==> config.mk <==
export PLATFORM = sky130hd
export DESIGN_NAME = asram_ctrl
export DESIGN_NICKNAME = d
export VERILOG_FILES = /design/src/hdl/asram_pkg.sv /design/src/hdl/asram_pins_if.sv /design/src/hdl/asram_pin_drv.sv /design/src/hdl/asram_ctrl.sv
export SDC_FILE = /design/constraint.sdc
export NUM_CORES = 1
export LEC_CHECK = 0
export BUFFER_PORTS_ARGS = -buffer_cell sky130_fd_sc_hd__buf_4
export CAP_MARGIN = 20
export CORE_ASPECT_RATIO = 0.9
export CORE_MARGIN = 8
export CORE_UTILIZATION = 58
export CTS_BUF_LIST = sky130_fd_sc_hd__clkbuf_4 sky130_fd_sc_hd__clkbuf_8 sky130_fd_sc_hd__clkbuf_16
export CTS_CLUSTER_DIAMETER = 50
export DETAILED_ROUTE_END_ITERATION = 8
export PLACE_DENSITY = 0.84
export SLEW_MARGIN = 15
export SYNTH_ARGS = -nofsm -noshare
export SYNTH_HDL_FRONTEND = slang
export SYNTH_HIERARCHICAL = 1
export SYNTH_SLANG_ARGS = --single-unit
==> constraint.sdc <==
create_clock -name clock -period 3.61 [get_ports clock]
set_clock_uncertainty 0.05 [all_clocks]
set_input_delay 0 -clock clock [delete_from_list [all_inputs] [get_ports clock]]
set_output_delay 0 -clock clock [all_outputs]
set_load 0.02 [all_outputs]
==> src/hdl/asram_pkg.sv <==
// Constants and types shared by the static memory controller
package asram_pkg;
    localparam int ADDR_W = 14;
    localparam int DATA_W = 4;
    localparam int WORDS = 16384;
    localparam int CLK_PERIOD_NS = 100;
    // Timing of the slowest speed grade, in nanoseconds
    localparam int ADDRESS_TO_DATA_DELAY_NS = 12;
    localparam int WRITE_PULSE_MIN_NS = 9;
    localparam int OUTPUT_TURNOFF_AFTER_WRITE_NS = 3;
    localparam int DATA_SETUP_BEFORE_END_NS = 6;
    localparam int SELECT_TO_WRITE_END_NS = 9;
    localparam int RELEASE_TO_CYCLE_END_NS = 0;
    localparam int READ_CYCLE_MIN_NS = 12;
    localparam int OUTPUT_TURNOFF_AFTER_OE_NS = 3;
    // Least time rounded up to whole cycles, never below one
    function automatic int asram_cycles(input int ns);
        int c;
        c = (ns + CLK_PERIOD_NS - 1) / CLK_PERIOD_NS;
        return (c < 1) ? 1 : c;
    endfunction
    localparam int WRITE_TURNOFF_NS = OUTPUT_TURNOFF_AFTER_WRITE_NS + DATA_SETUP_BEFORE_END_NS;
    localparam int WRITE_LOW_NS = (WRITE_TURNOFF_NS > WRITE_PULSE_MIN_NS) ?
        WRITE_TURNOFF_NS : WRITE_PULSE_MIN_NS;
    localparam int WRITE_CYC = asram_cycles(WRITE_LOW_NS);
    localparam int READ_CYC = asram_cycles(ADDRESS_TO_DATA_DELAY_NS);
    localparam int RECOVER_CYC = asram_cycles(RELEASE_TO_CYCLE_END_NS);
    localparam int TURNOFF_CYC = asram_cycles(OUTPUT_TURNOFF_AFTER_OE_NS);
    localparam int CNT_W = 4;
    typedef enum logic [2:0] {
        ASRAM_IDLE = 3'b000,
        ASRAM_RSETUP = 3'b001,
        ASRAM_RWAIT = 3'b010,
        ASRAM_TURN = 3'b011,
        ASRAM_WPULSE = 3'b100,
        ASRAM_RECOVER = 3'b101
    } asram_state_t;
endpackage

==> src/hdl/asram_pins_if.sv <==
// Interface carrying the memory strobes between controller and pin driver
`timescale 1ns/1ns
interface asram_pins_if;
    import asram_pkg::*;
    logic selectN;
    logic outEnN;
    logic writeN;
    logic [ADDR_W-1:0] addr;
    logic [DATA_W-1:0] wdata;
    logic drive;
    modport ctrl (output selectN, outEnN, writeN, addr, wdata, drive);
    modport pins (input selectN, outEnN, writeN, addr, wdata, drive);
endinterface

==> src/hdl/asram_pin_drv.sv <==
// Output flops toward the memory pins and two-stage sync of read data
`timescale 1ns/1ns
module asram_pin_drv
    import asram_pkg::*;
(
    // Clock and reset
    input wire logic clock,
    input wire logic resetn,
    input wire logic clkEn,
    // From the sequencer
    asram_pins_if.pins p,
    // Memory pins
    output logic memSelectN,
    output logic memOutEnN,
    output logic memWriteN,
    output logic [ADDR_W-1:0] memAddr,
    output logic [DATA_W-1:0] memDataOut,
    output logic memDataOe,
    input wire logic [DATA_W-1:0] memDataIn,
    // Synchronised read data
    output logic [DATA_W-1:0] dataSync
);
    logic [DATA_W-1:0] sync1Reg;

    // Registered strobes so pins never glitch
    always_ff @(posedge clock or negedge resetn)
    begin
        if (!resetn)
        begin
            memSelectN <= 1'b1;
            memOutEnN <= 1'b1;
            memWriteN <= 1'b1;
            memAddr <= '0;
            memDataOut <= '0;
            memDataOe <= 1'b0;
        end
        else if (clkEn)
        begin
            memSelectN <= p.selectN;
            memOutEnN <= p.outEnN;
            memWriteN <= p.writeN;
            memAddr <= p.addr;
            memDataOut <= p.wdata;
            memDataOe <= p.drive;
        end
    end

    // Pins are asynchronous: two flops before use
    always_ff @(posedge clock or negedge resetn)
    begin
        if (!resetn)
        begin
            sync1Reg <= '0;
            dataSync <= '0;
        end
        else if (clkEn)
        begin
            sync1Reg <= memDataIn;
            dataSync <= sync1Reg;
        end
    end
endmodule

==> src/hdl/asram_ctrl.sv <==
// Controller driving a 16K by 4 asynchronous static memory
// Notes on behaviour
// - Stretch write pulse when output enable low
// - Select-controlled write may keep output enable low
// - Recovery counted from first rising strobe
// - Never drive bus while memory drives it
// - Read keeps write high, address before select; here address and select change on the same pin edge
`timescale 1ns/1ns
module asram_ctrl
    import asram_pkg::*;
#(
    parameter int WRITE_CYCLES = WRITE_CYC,
    parameter int READ_CYCLES = READ_CYC,
    parameter int RECOVER_CYCLES = RECOVER_CYC,
    parameter int TURNOFF_CYCLES = TURNOFF_CYC
)
(
    // Clock and reset
    input wire logic clock,
    input wire logic resetn,
    input wire logic clkEn,
    // User request
    input wire logic reqValid,
    output logic reqReady,
    input wire logic reqWrite,
    input wire logic [ADDR_W-1:0] reqAddr,
    input wire logic [DATA_W-1:0] reqWdata,
    // User answer
    output logic rspValid,
    output logic [DATA_W-1:0] rspRdata,
    // Memory pins
    output logic memSelectN,
    output logic memOutEnN,
    output logic memWriteN,
    output logic [ADDR_W-1:0] memAddr,
    output logic [DATA_W-1:0] memDataOut,
    output logic memDataOe,
    input wire logic [DATA_W-1:0] memDataIn
);
    // Strobes toward the pin stage travel together in one bundle
    asram_pins_if pinBus ();

    // Sequencer state and phase counter
    asram_state_t state_reg, state_next;
    logic [CNT_W-1:0] cnt_reg;
    logic [ADDR_W-1:0] addr_reg;
    logic [DATA_W-1:0] wdata_reg;
    logic [DATA_W-1:0] dataSync;
    logic cntDone;
    logic readDone;

    localparam logic [CNT_W-1:0] CNT_ONE = 4'h1;

    // Sync delay of two flops plus the pin register stage
    localparam int SYNC_CYC = 3;

    // Load value so a phase lasts cyc enabled edges; four bits cap it at 16
    function automatic logic [CNT_W-1:0] asram_load(input int cyc);
        return CNT_W'(cyc - 1);
    endfunction

    // Phase end and handshake; ready is combinational so idle takes a request at once
    assign cntDone = (cnt_reg == '0);
    assign reqReady = (state_reg == ASRAM_IDLE);
    // Last edge of the read wait, when the synchronised data has settled
    assign readDone = (state_reg == ASRAM_RWAIT) && cntDone;

    // Sequencer next state
    always_comb
    begin
        state_next = state_reg;
        unique case (state_reg)
            ASRAM_IDLE:
                if (reqValid)
                    state_next = reqWrite ? ASRAM_TURN : ASRAM_RSETUP;
            ASRAM_RSETUP:
                state_next = ASRAM_RWAIT;
            ASRAM_RWAIT:
                if (cntDone)
                    state_next = ASRAM_RECOVER;
            ASRAM_TURN:
                if (cntDone)
                    state_next = ASRAM_WPULSE;
            ASRAM_WPULSE:
                if (cntDone)
                    state_next = ASRAM_RECOVER;
            ASRAM_RECOVER:
                if (cntDone)
                    state_next = ASRAM_IDLE;
            // Unused codes fall back to idle with the pins released
            default:
                state_next = ASRAM_IDLE;
        endcase
    end

    // State register; clock enable freezes everything
    // A frozen write keeps its strobes low, so the same word is simply rewritten
    always_ff @(posedge clock or negedge resetn)
    begin
        if (!resetn)
            state_reg <= ASRAM_IDLE;
        else if (clkEn)
            state_reg <= state_next;
    end

    // Phase counter, loaded on each state entry
    // Counts enabled edges only, so clkEn low stretches every phase
    always_ff @(posedge clock or negedge resetn)
    begin
        if (!resetn)
            cnt_reg <= '0;
        else if (clkEn)
        begin
            if (state_next != state_reg)
            begin
                unique case (state_next)
                    ASRAM_RWAIT: cnt_reg <= asram_load(READ_CYCLES + SYNC_CYC);
                    ASRAM_TURN: cnt_reg <= asram_load(TURNOFF_CYCLES);
                    ASRAM_WPULSE: cnt_reg <= asram_load(WRITE_CYCLES);
                    ASRAM_RECOVER: cnt_reg <= asram_load(RECOVER_CYCLES);
                    default: cnt_reg <= '0;
                endcase
            end
            else if (!cntDone)
                cnt_reg <= cnt_reg - CNT_ONE;
        end
    end

    // Capture request; address is held for whole cycle
    // Inputs are sampled only when taken, so later changes cannot reach the pins
    always_ff @(posedge clock or negedge resetn)
    begin
        if (!resetn)
        begin
            addr_reg <= '0;
            wdata_reg <= '0;
        end
        else if (clkEn && reqValid && reqReady)
        begin
            addr_reg <= reqAddr;
            wdata_reg <= reqWdata;
        end
    end

    // Read answer pulse, one cycle per read
    always_ff @(posedge clock or negedge resetn)
    begin
        if (!resetn)
            rspValid <= 1'b0;
        else if (clkEn)
            rspValid <= readDone;
    end

    // Read data from synchronised pins; holds until the next answer
    always_ff @(posedge clock or negedge resetn)
    begin
        if (!resetn)
            rspRdata <= '0;
        else if (clkEn && readDone)
            rspRdata <= dataSync;
    end

    // Strobe encoding: write keeps output enable high so the memory never drives
    // No stretch is owed, yet write stays low for the turn phase plus a pulse sized from the larger of stretched and plain times
    always_comb
    begin
        pinBus.addr = addr_reg;
        pinBus.wdata = wdata_reg;
        pinBus.selectN = 1'b1;
        pinBus.outEnN = 1'b1;
        pinBus.writeN = 1'b1;
        pinBus.drive = 1'b0;
        unique case (state_reg)
            ASRAM_RSETUP, ASRAM_RWAIT:
            begin
                pinBus.selectN = 1'b0;
                pinBus.outEnN = 1'b0;
                pinBus.writeN = 1'b1;
            end
            ASRAM_TURN:
            begin
                pinBus.selectN = 1'b0;
                pinBus.writeN = 1'b0;
                pinBus.outEnN = 1'b1;
            end
            ASRAM_WPULSE:
            begin
                pinBus.selectN = 1'b0;
                pinBus.writeN = 1'b0;
                pinBus.outEnN = 1'b1;
                pinBus.drive = 1'b1;
            end
            default:
            begin
                pinBus.selectN = 1'b1;
            end
        endcase
    end

    // Pin flops and read-data synchroniser
    asram_pin_drv pinDrv (
        .clock(clock),
        .resetn(resetn),
        .clkEn(clkEn),
        .p(pinBus.pins),
        .memSelectN(memSelectN),
        .memOutEnN(memOutEnN),
        .memWriteN(memWriteN),
        .memAddr(memAddr),
        .memDataOut(memDataOut),
        .memDataOe(memDataOe),
        .memDataIn(memDataIn),
        .dataSync(dataSync)
    );
endmodule

Yosys cells after proc, flatten, opt, wreduce, memory -nomap -nowiden
Cells that the tools add are included.
{"block": "word_totals", "reg_bits": 60, "inputBits": 27, "out_inout_bits": 28, "wordCells": 47}
{"block": "op_classes", "add_sub_neg": 1, "n_eq_ne": 8, "muxes": 13, "n_reduce_logical": 11}
{"op": "one-hot mux 3 bit (5 select lines)", "count": 1}
{"op": "2-to-1 mux 3 bit", "count": 4}
{"op": "equality test 3 x 2 -> 1 bit (second input constant)", "count": 3}
{"op": "2-to-1 mux 4 bit", "count": 2}
{"op": "equality test 3 bit (second input constant)", "count": 2}
{"op": "OR reduction 2 bit", "count": 3}
{"op": "logical AND 1 bit", "count": 4}
{"op": "zero test 4 bit", "count": 1}
{"op": "2-to-1 mux 1 bit", "count": 4}
{"op": "2-to-1 mux 2 bit", "count": 2}
{"op": "OR reduction 4 bit", "count": 1}
{"op": "subtractor 4 x 1 -> 4 bit (second input constant)", "count": 1}
{"op": "equality test 3 x 1 -> 1 bit (second input constant)", "count": 1}
{"op": "zero test 3 bit", "count": 1}
{"op": "inequality test 3 bit", "count": 1}
{"op": "inequality test 2 x 1 -> 1 bit (second input constant)", "count": 1}
{"op": "AND reduction 2 bit", "count": 1}

Longest topological paths before layout
Gate-level depths: netlist (run 1).
{"block": "logic_depth", "word_depth": 6, "depth_mapped": 8, "depth_no_buf": 6}

Cells and area by module
The synthesis (run 1) kept the hierarchy.
{"mod": "asram_ctrl", "instances": 1, "cells_each": 114, "area_each_um2": 1448.9, "seq_area_each_um2": 750.7}
{"mod": "asram_pin_drv", "instances": 1, "cells_each": 63, "area_each_um2": 1238.7, "seq_area_each_um2": 754.5}

Worst setup path before layout (run 1)
OpenSTA, ideal clock, no wires.
{"block": "synth_timing", "path_kind": "register -> register", "start": "register state_reg[2]", "end": "register addr_reg[13]", "setup_ns": 0.125, "arrival_ns": 1.702, "t_required_ns": 3.435, "path_slack_ns": 1.733, "stages_incl_launch_ff": 8, "n_path_buf": 3, "synth_period_minus_slack_ns": 1.877, "path_cell_list": "dfrtp_1 buf_6 or3_4 inv_2 and3_4 buf_12 buf_12 mux2_4"}
{"block": "synth_via", "elab_chain_cells": 2}
{"item": "from (decl)", "line": "asram_ctrl.sv:44", "rtl": "asram_state_t state_reg, state_next;"}
{"item": "from (signal assigned)", "line": "asram_ctrl.sv:103", "rtl": "state_reg <= state_next;"}
{"item": "zero test 3 bit", "line": "asram_ctrl.sv:64", "rtl": "assign reqReady = (state_reg == ASRAM_IDLE);"}
{"item": "net reqReady", "line": "asram_ctrl.sv:24", "rtl": "output logic reqReady,"}
{"item": "logical AND 1 bit", "line": "asram_ctrl.sv:138", "rtl": "else if (clkEn && reqValid && reqReady)"}
{"item": "to (signal assigned)", "line": "asram_ctrl.sv:140", "rtl": "addr_reg <= reqAddr;"}
{"item": "to (decl)", "line": "asram_ctrl.sv:46", "rtl": "logic [ADDR_W-1:0] addr_reg;"}
The timed path passes the listed nets, and every way through them passes these cells.
A chain may end at the register's enable or synchronous reset.

Worst setup path after layout (run 1)
{"block": "layout_timing", "start": "register state_reg[0]", "end": "register addr_reg[8]"}
{"block": "layout_via", "elab_chain_cells": 2}
{"item": "zero test 3 bit", "line": "asram_ctrl.sv:64"}
{"item": "logical AND 1 bit", "line": "asram_ctrl.sv:138"}
No other way between the ends.

==> results of run 1 <==
## power by group through the flow
stage / Combinational (mW) / Clock (mW) / Sequential [mW]
floorplan: 0.650 / 0 / 1.30
global placement: 1.10 / 0 / 1.18
detailed placement: 1.14 / 0 / 1.19
CTS: 1.16 / 0.624 / 1.19
global route: 1.25 / 0.658 / 1.24
finish: 1.16 / 0.614 / 1.19
## per-layer routing
| metal | GRT usage (%) | up-vias | routed length (um) |
|---|---|---|---|
| met5 | 0 | - | 0 |
| met4 | 7.20 | 0 | 38 |
| met3 | 5.91 | 4 | 320 |
| met2 | 29.5 | 44 | 2880 |
| met1 | 19.9 | 811 | 2320 |
| li1 | - | 791 | - |
## cells in the final DEF (no fill, tap or decap), types with 2 or more instances in the layout
master and instances:
nor2_1 6, or3b_2 2, nor3_1 2, dfrtp_1 57, a21oi_1 7, o21ai_0 6, o31ai_1 2, nand4_1 2
nand2_1 3, clkinv_2 2, dlygate4sd3_1 23, inv_1 5, dfstp_2 3, clkbuf_8 11, mux2_4 39, buf_4 54
mux2_2 13, o211ai_1 2
## cells in the mapped netlist (all sizes together), types with 2 or more instances
cell type	count	area share, %
a21oi	7	1.3
inv	6	0.84
mux2	52	27
nor3	2	0.37
dfstp	3	2.9
nor2	6	0.84
nand4	2	0.47
o21ai	6	1.1
or3b	2	0.65
dfrtp	57	53
o31ai	2	0.56
nand2	3	0.42
o211ai	2	0.56
buf	8	3.4
## timing repair
action                                 in CTS  in global routing
hold buffers                               23                  0
endpoints found under the hold margin      79                  0
setup endpoints to repair                   0                  0
## cell type report
cell class | instances | area [sq um]
Sequential cell | 60 | 1510
Clock buffer | 12 | 159
Clock inverter | 4 | 47.5
Inverter | 6 | 22.5
Fill cell | 256 | 950
Timing Repair Buffer | 77 | 636
Tap cell | 62 | 77.6
Multi-Input combinational cell | 102 | 1060
## worst max-delay path by stage
| stage | from | end | slack [ps] |
|---|---|---|---|
| CTS | state_reg[0] | addr_reg[9] | 1630 |
| finish | state_reg[0] | addr_reg[8] | 1620 |
| global placement | state_reg[0] | addr_reg[8] | 1690 |
| detailed placement | state_reg[0] | addr_reg[8] | 1640 |
| floorplan | state_reg[2] | addr_reg[13] | 1730 |
| global route | cnt_reg[0] | rspRdata[1] | 1440 |
## kinds of logic after synthesis
logic type | after synthesis
adder cells (fa/ha/maj) | 1
XOR/XNOR | 2
AND/OR/NAND/NOR | 23
flip-flops | 60
multiplexers | 53
buffers and inverters | 15
AO/OA/AOI/OAI | 23
## tightest hold or removal path, delay by kind of cell
family | cells | cell delay [ps]
buf+inv | 1 | 110
compound gates | 2 | 210
simple gates | 1 | 80
## through the flow
step / area (sq um) / worst slack [ps] / power [mW]
global placement: 3070 / 1690 / 2.29
global route: 3510 / 1440 / 3.15
CTS: 3510 / 1630 / 2.97
detailed placement: 3070 / 1640 / 2.33
floorplan: 2690 / 1730 / 1.94
finish: 3510 / 1620 / 2.97
==> metrics.md, run 1 <==
| Metric | Value |
|---|---|
| Status | finished, final reports clean |
| Sw frac | between 30% and 40% |
| NetSw | about 0.98 mW |
| Min cycle time layout | ~2000 ps |
| Internal power | about 2.0 mW |
| Simple-gate share of the synthesized area | 5.35% |
| Slew HR | between 50% and 60% |
| Final wirelength | 5560 um |
| Clock share of power | around a fifth |
| CP max stage delay | between 500 and 600 ps |
| Mapped Avg Cell Area | 15.2 sq um |
| Root buffer cell | clkbuf_8 |
| Buf/Inv on CP | 1 |
| Number of diodes | 0 |
| Type of origin of the critical path | flop |
| Fin crit share | between 50 and 60% |
| Final core utilization | around four fifths |
| # IOs | 55 |
| Fin nets | approximately 280 |
| # setup viols final | 0 |
| Initial Util | between 60% and 70% |
| Layout area overhead | 30.6% |
| I/O Buffers | 54 |
| Slowest CP cell | dfrtp_1 |
| Endpoints failing hold | 0 |
| HP Class | in2reg |
| Vias in the first global route | 1,817 |
| Post-Synth XOR/XNOR Area | less than 1% |
| Largest net degree at the start of global routing | 61 |
| Area fraction in compound gates after synthesis | 5.49% |
| R2R cell count | 4 |
| Final HPWL DP | approximately 3400 um |
| RR Endpoint | addr_reg[8] |
| Inst Count DP | between 200 and 300 |
| Min-delay src | reqValid |
| Setup bufs post-CTS | 0 |
| GRT Residual Overflow | 0 |
| Ys flop type | dfrtp_1 |
| Critical Path AT | 2150 ps |
| Combinational Power Share | ~39% |
| Ys async rst share | 100% |
| Adder-cell share of the synthesized area | less than 1% |
| Critical path depth in cells | 4 |
| Share of layout cells above drive strength 1 | between 50% and 60% |
| Mapped cell area | roughly 2700 sq um |
| Max VDD drop | 0.508 mV |
| Initial drt markers | between 150 and 200 |
| Clock Path Buffers | 2 |
| # rows | 23 |
| Setup TNS | 0 ps |
| Crit end category | flop |
| Final ANT Viol Nets | 0 |
| Synth warn | 6 |
| Crit path max-delay family | simple AND/OR/NAND/NOR gates |
| Die width | 87.8 um |
| Register area share after synthesis | between 50% and 60% |
| Flop pwr share | approximately two fifths |
| EDFF count, synth | 0 |
| Fmax | slightly above 0.5 GHz |
| Die Area | 7070 sq um |
| Largest family of logic cells by synthesized area | multiplexers |
| Synth cell types | 37 |
| Critical-path cell list | or3_4 -> inv_2 -> and3_4 -> mux2_2 |
| Mux cell area share after synthesis | ~28% |
| Crit Path Class | reg2reg |
| Hold Path Depth | 4 |
| Clock latency on the worst-skew pair | approximately 330 ps |
| TritonCTS buffer count | 9 |
| Leak | 1.69 nW |
| Total GRT Usage | about 18% |
| 1st-pass router iterations | 6 |
| Wire per inst | between 15 and 20 um |
| Htree depth | 3 |
| FF-to-FF setup slack | ~1600 ps |
| CTS clk-pin slew, worst paths | 70 ps |
| Cells after synthesis | around 180 |
| CP max FO | 19 |
| Layout Cells excl Fill | roughly 320 |
| Post-synthesis register bit count | 60 |
| Sinks on Clock Net | 60 |
| Pwr/cell area | roughly 850 nW/um^2 |
| Fin. max-slew vios | 0 |
| # DRC | 0 |
| First-pass GRT wire length | between 9000 and 10,000 um |
| Vias | ~1,700 |
| Core footprint | around 4500 sq um |
| Syn Nets | approximately 210 |
| Resized Gates After CTS | 0 |
| Hold slack | 55.3 ps |
| RePlAce Congestion | ~0.8 |
| Die Y | roughly 81 um |
| R2R Path Start | state_reg[0] |
| WHS Endpoint | cnt_reg[0] |
| CTS tree | done |
| Worst slew pin tran | approximately 720 ps |
| Antenna violations before repair | 0 |
| Vias per cell | approximately 5 |
| Unrepaired setup endpoints after global routing | no |
| Critical Path RT | around 3800 ps |
| Max-Cap Viols | 0 |
No activity file was read; power rests on OpenSTA's default activity.
==> run 2: changes to the inputs <==
--- a/config.mk
+++ b/config.mk
@@ -5,15 +5,16 @@
 export SDC_FILE = /design/constraint.sdc
 export NUM_CORES = 1
 export LEC_CHECK = 0
+export ABC_AREA = 1
 export BUFFER_PORTS_ARGS = -buffer_cell sky130_fd_sc_hd__buf_4
 export CAP_MARGIN = 20
 export CORE_ASPECT_RATIO = 0.9
 export CORE_MARGIN = 8
-export CORE_UTILIZATION = 58
+export CORE_UTILIZATION = 54
 export CTS_BUF_LIST = sky130_fd_sc_hd__clkbuf_4 sky130_fd_sc_hd__clkbuf_8 sky130_fd_sc_hd__clkbuf_16
 export CTS_CLUSTER_DIAMETER = 50
 export DETAILED_ROUTE_END_ITERATION = 8
-export PLACE_DENSITY = 0.84
+export PLACE_DENSITY = 0.79
 export SLEW_MARGIN = 15
 export SYNTH_ARGS = -nofsm -noshare
 export SYNTH_HDL_FRONTEND = slang
==> constraint.sdc (replaced) <==
create_clock -name clock -period 1.9 [get_ports clock]
set_clock_uncertainty 0.05 [all_clocks]
set_input_delay 0 -clock clock [delete_from_list [all_inputs] [get_ports clock]]
set_output_delay 0 -clock clock [all_outputs]
set_load 0.02 [all_outputs]
==> metrics.md, run 2 <==
| Metric | Value |
|---|---|
| Crit end category | flop |
| # rows | 24 (+4.3%) |
| # IOs | 55 (unchanged) |
| R2R Path Start | state_reg[0] |
| Most instantiated cells after synthesis | 133 x nand2_1, 57 x dfrtp_1, 11 x inv_1 |
| Die Area | 7290 sq um (+3.0%) |
| Largest family of logic cells by synthesized area | simple AND/OR/NAND/NOR gates |
| Cells after synthesis | 272 (+54%) |
| Final ANT Viol Nets | 0 (unchanged) |
| Status | finished, final reports clean |
| Area fraction in compound gates after synthesis | 2.27% (-3.2 points) |
| Critical Path AT | 1870 ps (-280 ps) |
| Sinks on Clock Net | 60 (unchanged) |
| GRT Residual Overflow | 0 (unchanged) |
| Antenna violations before repair | 0 (unchanged) |
| Mapped Avg Cell Area | 9.55 sq um (-37%) |
| I/O Buffers | 54 (unchanged) |
| Pwr/cell area | 1590 nW/um^2 (+89%) |
| Fin nets | 380 (+34%) |
| Multi-input gate area | 981 sq um (-7.8%) |
| Min cycle time layout | 1710 ps (-280 ps) |
| HP Class | in2reg |
| # DRC | 0 (unchanged) |
| Mapped cell area | 2600 sq um (-3.4%) |
| Htree depth | 3 (unchanged) |
| Worst slew pin tran | 748 ps (+28.3 ps) |
| Simple-gate share of the synthesized area | 24.6% (+19 points) |
| Setup TNS | 0 ps (unchanged) |
| CTS tree | done |
| 1st-pass router iterations | 4 (-2) |
| TritonCTS buffer count | 9 (unchanged) |
| Reg area | 1510 sq um (+0.17%) |
| # setup viols final | 0 (unchanged) |
| Crit Path Class | reg2reg |
| Total GRT Usage | 17.1% (-0.39 points) |
| EDFF count, synth | 0 (unchanged) |
| Wire per inst | 14.0 um (-18%) |
| Placed instance area | 3020 sq um (-1.8%) |
| Synth cell types | 26 (-30%) |
| Core footprint | 4740 sq um (+6.4%) |
| Vias | 2,053 (+24%) |
| FF-to-FF setup slack | 190 ps (-1430 ps) |
| Final core utilization | 74.4% (-4.3 points) |
| Final wirelength | 5920 um (+6.5%) |
| Share of layout cells above drive strength 1 | 28.9% (-22 points) |
| Fin area | 3530 sq um (+0.53%) |
| Unrepaired setup endpoints after global routing | no |
| Type of origin of the critical path | flop |
| Endpoints failing hold | 0 (unchanged) |
| Final HPWL DP | 3710 um (+8.5%) |
| RePlAce Congestion | 0.866 (+8.0%) |
| Count leader, synth | nand2_1 |
| PnR worst setup slack | 193 ps (-1430 ps) |
| Fin crit share | 89.8% (+35 points) |
| CTS clk-pin slew, worst paths | 70 ps (about the same) |
| Min-delay src | reqValid |
| Hold Path Depth | 5 (+1) |
| Most frequent cells in the layout | 133 x nand2_1, 55 x dfrtp_1, 55 x buf_4 |
| Fin. max-slew vios | 0 (unchanged) |
| Initial Util | 54.7% (-5.5 points) |
| Leak | 1.88 nW (+11%) |
| Max-Cap Viols | 0 (unchanged) |
| First-pass GRT wire length | 9470 um (+1.5%) |
| Post-Place Setup Slack | 169 ps (-1470 ps) |
| Adder-cell share of the synthesized area | 0.482% (+0.016 points) |
| Largest net degree at the start of global routing | 61 (unchanged) |
| Post-Synth XOR/XNOR Area | 0.675% (+0.023 points) |
| Ys async rst share | 100% (unchanged) |
| RR Endpoint | pinBus.wdata[3] |
| Initial drt markers | 157 (unchanged) |
| Die width | 89.1 um (+1.5%) |
| Post-synthesis register bit count | 60 (unchanged) |
| Synth warn | 6 (unchanged) |
| R2R cell count | 3 (-1) |
| Filler Cell Count | 325 (+27%) |
| Max VDD drop | 0.877 mV (+73%) |
| Register area share after synthesis | 58.0% (+2.0 points) |
| Fmax | 0.586 GHz (+16%) |
| Synth top area cells | dfrtp_1 55%, nand2_1 19%, mux2_4 5.8% |
| Syn Nets | 300 (+46%) |
| Vias per cell | 4.86 (-4.8%) |
| Commonest non-fill, non-tap cell in the layout | nand2_1 |
| Clock Path Buffers | 2 (unchanged) |
| Clock latency on the worst-skew pair | 330 ps (about the same) |
| Critical Path RT | 2060 ps (-1710 ps) |
| Layout area overhead | 36.0% |
| Synth top area share | 54.9% (+1.9 points) |
| Leading area contributor after synthesis | dfrtp_1 |
| Vias in the first global route | 2,038 (+12%) |
| Slew HR | 50.1% (-1.9 points) |
| WHS Endpoint | state_reg[0] |
| Mux cell area share after synthesis | 9.25% (-18 points) |
| Ys flop type | dfrtp_1 |
| Number of diodes | 0 (unchanged) |
| CP max FO | 18 (-1) |
| Die Y | 81.8 um (+1.5%) |
| Root buffer cell | clkbuf_8 |
-- run 2: cell types whose count changed after synthesis, moves of 4 or more --
cell	change
a21oi_1	-4
buf_2	+8
mux2_2	-5
nand3_1	+6
inv_1	+6
mux2_4	-29
nand2_1	+130
-- run 2: critical path, stage by stage, from the launching register on --
cell     delay [ps]
dfrtp_1         510
nor3_4          310
nand3_4         320
mux2_4          400
-- run 2: repair_timing --
item / in CTS / in global routing
gates resized for setup: 0 / 4
setup buffers: 0 / 0
hold buffers: 25 / 0
endpoints found under the hold margin: 87 / 0
endpoints found under the setup margin: 0 / 3
-- run 2: worst max path at each step --
| stage | slack (ps) | end | from | depth (start not counted) |
|---|---|---|---|---|
| CTS | 150 | cnt_reg[1] | state_reg[2] | 13 |
| detailed placement | 170 | cnt_reg[1] | state_reg[2] | 13 |
| floorplan | 220 | addr_reg[0] | state_reg[0] | 5 |
| finish | 190 | pinBus.wdata[3] | state_reg[0] | 3 |
| global route | 20 | cnt_reg[1] | cnt_reg[0] | 13 |
| global placement | 260 | addr_reg[7] | state_reg[0] | 3 |
-- run 2: cells by family (layout without fill, tap and decap cells) --
| family | after synthesis | count (layout) |
|---|---|---|
| buf+inv | 25 | 110 |
| compound gates | 11 | 11 |
| mux | 18 | 18 |
| fa+ha+maj | 1 | 1 |
| xor+xnor | 2 | 2 |
| simple gates | 155 | 155 |
| flops | 60 | 60 |
-- run 2: layout make-up --
type | instances | area share [%]
clock buffers | 10 | 3.72
clock inverters | 6 | 3.19
inverters | 14 | 1.49
multi-input cells | 187 | 27.8
flip-flops and latches | 60 | 42.7
well taps | 65 | 2.30
repair buffers | 80 | 18.8
-- run 2: routing by layer --
| metal | up-vias | global-route usage (%) | wire length (um) |
|---|---|---|---|
| met5 | - | 0 | 0 |
| li1 | 1009 | - | - |
| met3 | 14 | 3.40 | 261 |
| met1 | 980 | 21.0 | 2470 |
| met4 | 0 | 9.95 | 146 |
| met2 | 50 | 27.7 | 3040 |
-- run 2: power by group --
group	switching (mW)	total [mW]	internal [mW]	leakage, nW
registers	0.354	2.15	1.80	0.739
logic	1.13	2.09	0.956	1.02
clock network	0.501	1.39	0.888	0.124
-- run 2: metrics by stage --
| step | power (mW) | hold slack [ps] | cells |
|---|---|---|---|
| detailed placement | 4.18 | 67.7 | 381 |
| global route | 5.99 | 83.2 | 422 |
| finish | 5.63 | 42.6 | 422 |
| CTS | 5.64 | 27.4 | 422 |
| global placement | 4.09 | 58.8 | 381 |
| floorplan | 3.51 | -346 | 272 |
==> run 3: changes to the inputs <==
--- a/config.mk
+++ b/config.mk
@@ -14,6 +14,7 @@
 export CTS_BUF_LIST = sky130_fd_sc_hd__clkbuf_4 sky130_fd_sc_hd__clkbuf_8 sky130_fd_sc_hd__clkbuf_16
 export CTS_CLUSTER_DIAMETER = 50
 export DETAILED_ROUTE_END_ITERATION = 8
+export HOLD_SLACK_MARGIN = 0.12
 export PLACE_DENSITY = 0.79
 export SLEW_MARGIN = 15
 export SYNTH_ARGS = -nofsm -noshare
==> metrics.md, run 3 (synthesized netlist as in run 2, its figures left out) <==
| Metric | Value |
|---|---|
| Clock latency on the worst-skew pair | 330 ps (about the same) |
| Commonest non-fill, non-tap cell in the layout | nand2_1 |
| Max-Cap Viols | 0 (unchanged) |
| Endpoints failing hold | 0 (unchanged) |
| # rows | 24 (unchanged) |
| CP max stage delay | 510 ps (about the same) |
| Critical-path cell list | nor3_4 -> nand3_4 -> mux2_4 |
| Fin crit share | 89.7% (-0.12 points) |
| Vias | 2,078 (+1.2%) |
| I/O Buffers | 54 (unchanged) |
| Unrepaired setup endpoints after global routing | no |
| # DRC | 0 (unchanged) |
| Share of layout cells above drive strength 1 | 28.7% (-0.16 points) |
| 1st-pass router iterations | 5 (+1) |
| TritonCTS buffer count | 9 (unchanged) |
| Die Y | 81.8 um (unchanged) |
| Internal power | 3.64 mW (about the same) |
| Final wirelength | 5950 um (+0.49%) |
| CP max FO | 18 (unchanged) |
| Final HPWL DP | 3710 um (unchanged) |
| Clock share of power | 24.8% (about the same) |
| Sw frac | 35.4% (about the same) |
| HP Class | in2async |
| Initial drt markers | 139 (-11%) |
| Die width | 89.1 um (unchanged) |
| Worst slew pin tran | 748 ps (-0.561 ps) |
| Number of diodes | 0 (unchanged) |
| Final core utilization | 74.8% (+0.42 points) |
| Critical Path AT | 1870 ps (about the same) |
| # IOs | 55 (unchanged) |
| Critical Path RT | 2060 ps (about the same) |
| Setup TNS | 0 ps (unchanged) |
| Hold slack | 236 ps (+193 ps) |
| Flop pwr share | 38.1% (about the same) |
| Fin nets | 382 (+0.53%) |
| Die Area | 7290 sq um (unchanged) |
| Crit end category | flop |
| Min cycle time layout | 1700 ps (-2.33 ps) |
| RePlAce Congestion | 0.866 (unchanged) |
| Fin. max-slew vios | 0 (unchanged) |
| Fmax | 0.587 GHz (+0.14%) |
| Vias in the first global route | 2,058 (+0.98%) |
| Htree depth | 3 (unchanged) |
| Leak | 1.89 nW (+0.44%) |
| Layout Cells excl Fill | 424 (+0.47%) |
| Largest net degree at the start of global routing | 61 (unchanged) |
| Clock Path Buffers | 2 (unchanged) |
| Antenna violations before repair | 0 (unchanged) |
| R2R cell count | 3 (unchanged) |
| Layout area overhead | 36.7% |
| CTS tree | done |
| Inst Count DP | 381 (unchanged) |
| GRT Residual Overflow | 0 (unchanged) |
| CTS clk-pin slew, worst paths | 70 ps (about the same) |
| Pwr/cell area | 1590 nW/um^2 (-0.44%) |
| Combinational Power Share | 37.1% (about the same) |
| Slowest CP cell | dfrtp_1 |
| Root buffer cell | clkbuf_8 |
| Vias per cell | 4.90 (+0.74%) |
| # setup viols final | 0 (unchanged) |
| Wire per inst | 14.0 um (about the same) |
| Status | finished, final reports clean |
| Type of origin of the critical path | flop |
| Crit Path Class | reg2reg |
| Core footprint | 4740 sq um (unchanged) |
| Total GRT Usage | 17.2% (+0.071 points) |
| Initial Util | 54.7% (unchanged) |
| Most frequent cells in the layout | 133 x nand2_1, 55 x dfrtp_1, 55 x buf_4 |
| Slew HR | 50.1% (about the same) |
| Setup bufs post-CTS | 0 (unchanged) |
| Sinks on Clock Net | 60 (unchanged) |
| First-pass GRT wire length | 9520 um (+0.59%) |
| Fin area | 3550 sq um (+0.57%) |
| Placed instance area | 3020 sq um (unchanged) |
| NetSw | 1.99 mW (+0.21%) |
| Max VDD drop | 0.875 mV (-0.18%) |
| Final ANT Viol Nets | 0 (unchanged) |
==> run 3: changes by cell type in the layout (fill, tap and decap cells not counted) <==
cell,change
dlygate4sd3_1,+2
==> run 3: power by group through the flow <==
stage	combinational, mW	clock (mW)	sequential, mW
floorplan	1.20	0	2.31
global placement	1.94	0	2.14
detailed placement	2.02	0	2.15
CTS	2.08	1.42	2.14
global route	2.30	1.47	2.22
finish	2.09	1.39	2.15
==> run 3: path summary, 6_finish.rpt <==
| path | from | endpoint | slack [ps] |
|---|---|---|---|
| worst max-delay path | state_reg[0] | pinBus.wdata[3] | 200 |
| worst min-delay path | resetn | pinDrv/memDataOe | 240 |
| worst max register to register | state_reg[0] | pinBus.wdata[3] | 200 |
| worst min register to register | pinDrv/memSelectN | pinDrv/memSelectN | 410 |
| max in group asynchronous | resetn | state_reg[2] | 1050 |
| min in group clock | reqAddr[6] | addr_reg[6] | 390 |
==> run 3: layout make-up <==
cell class,count,area (sq um)
sequential,60,1510
fill,324,1190
timing repair buffer,82,683
clock inverter,6,113
tap,65,81.3
multi-input combinational,187,981
clock buffer,10,131
inverter,14,52.6
==> run 3: timing repair <==
action / in CTS / in global routing
hold endpoints to repair: 94 / 0
hold buffers: 27 / 0
endpoints found under the setup margin: 0 / 3
resized for setup: 0 / 4
==> run 3: layer usage <==
layer	vias up	global-route usage, %	routed length (um)
li1	1012	-	-
met1	993	21.3	2490
met2	58	27.6	3030
met3	15	3.40	282
met4	0	9.95	145
met5	-	0	0
==> run 3: stage by stage <==
step                      total power [mW]  worst slack [ps]
after floorplan                       3.51               220
after global placement                4.09               255
after detailed placement              4.18               169
after CTS                             5.64               152
after global routing                  5.99              22.1
final                                 5.63               196
==> run 3: critical path: cells and delay by family (launching register included) <==
| family | cells | cell delay [ps] |
|---|---|---|
| AND/OR/NAND/NOR | 2 | 630 |
| flip-flops | 1 | 510 |
| multiplexers | 1 | 400 |
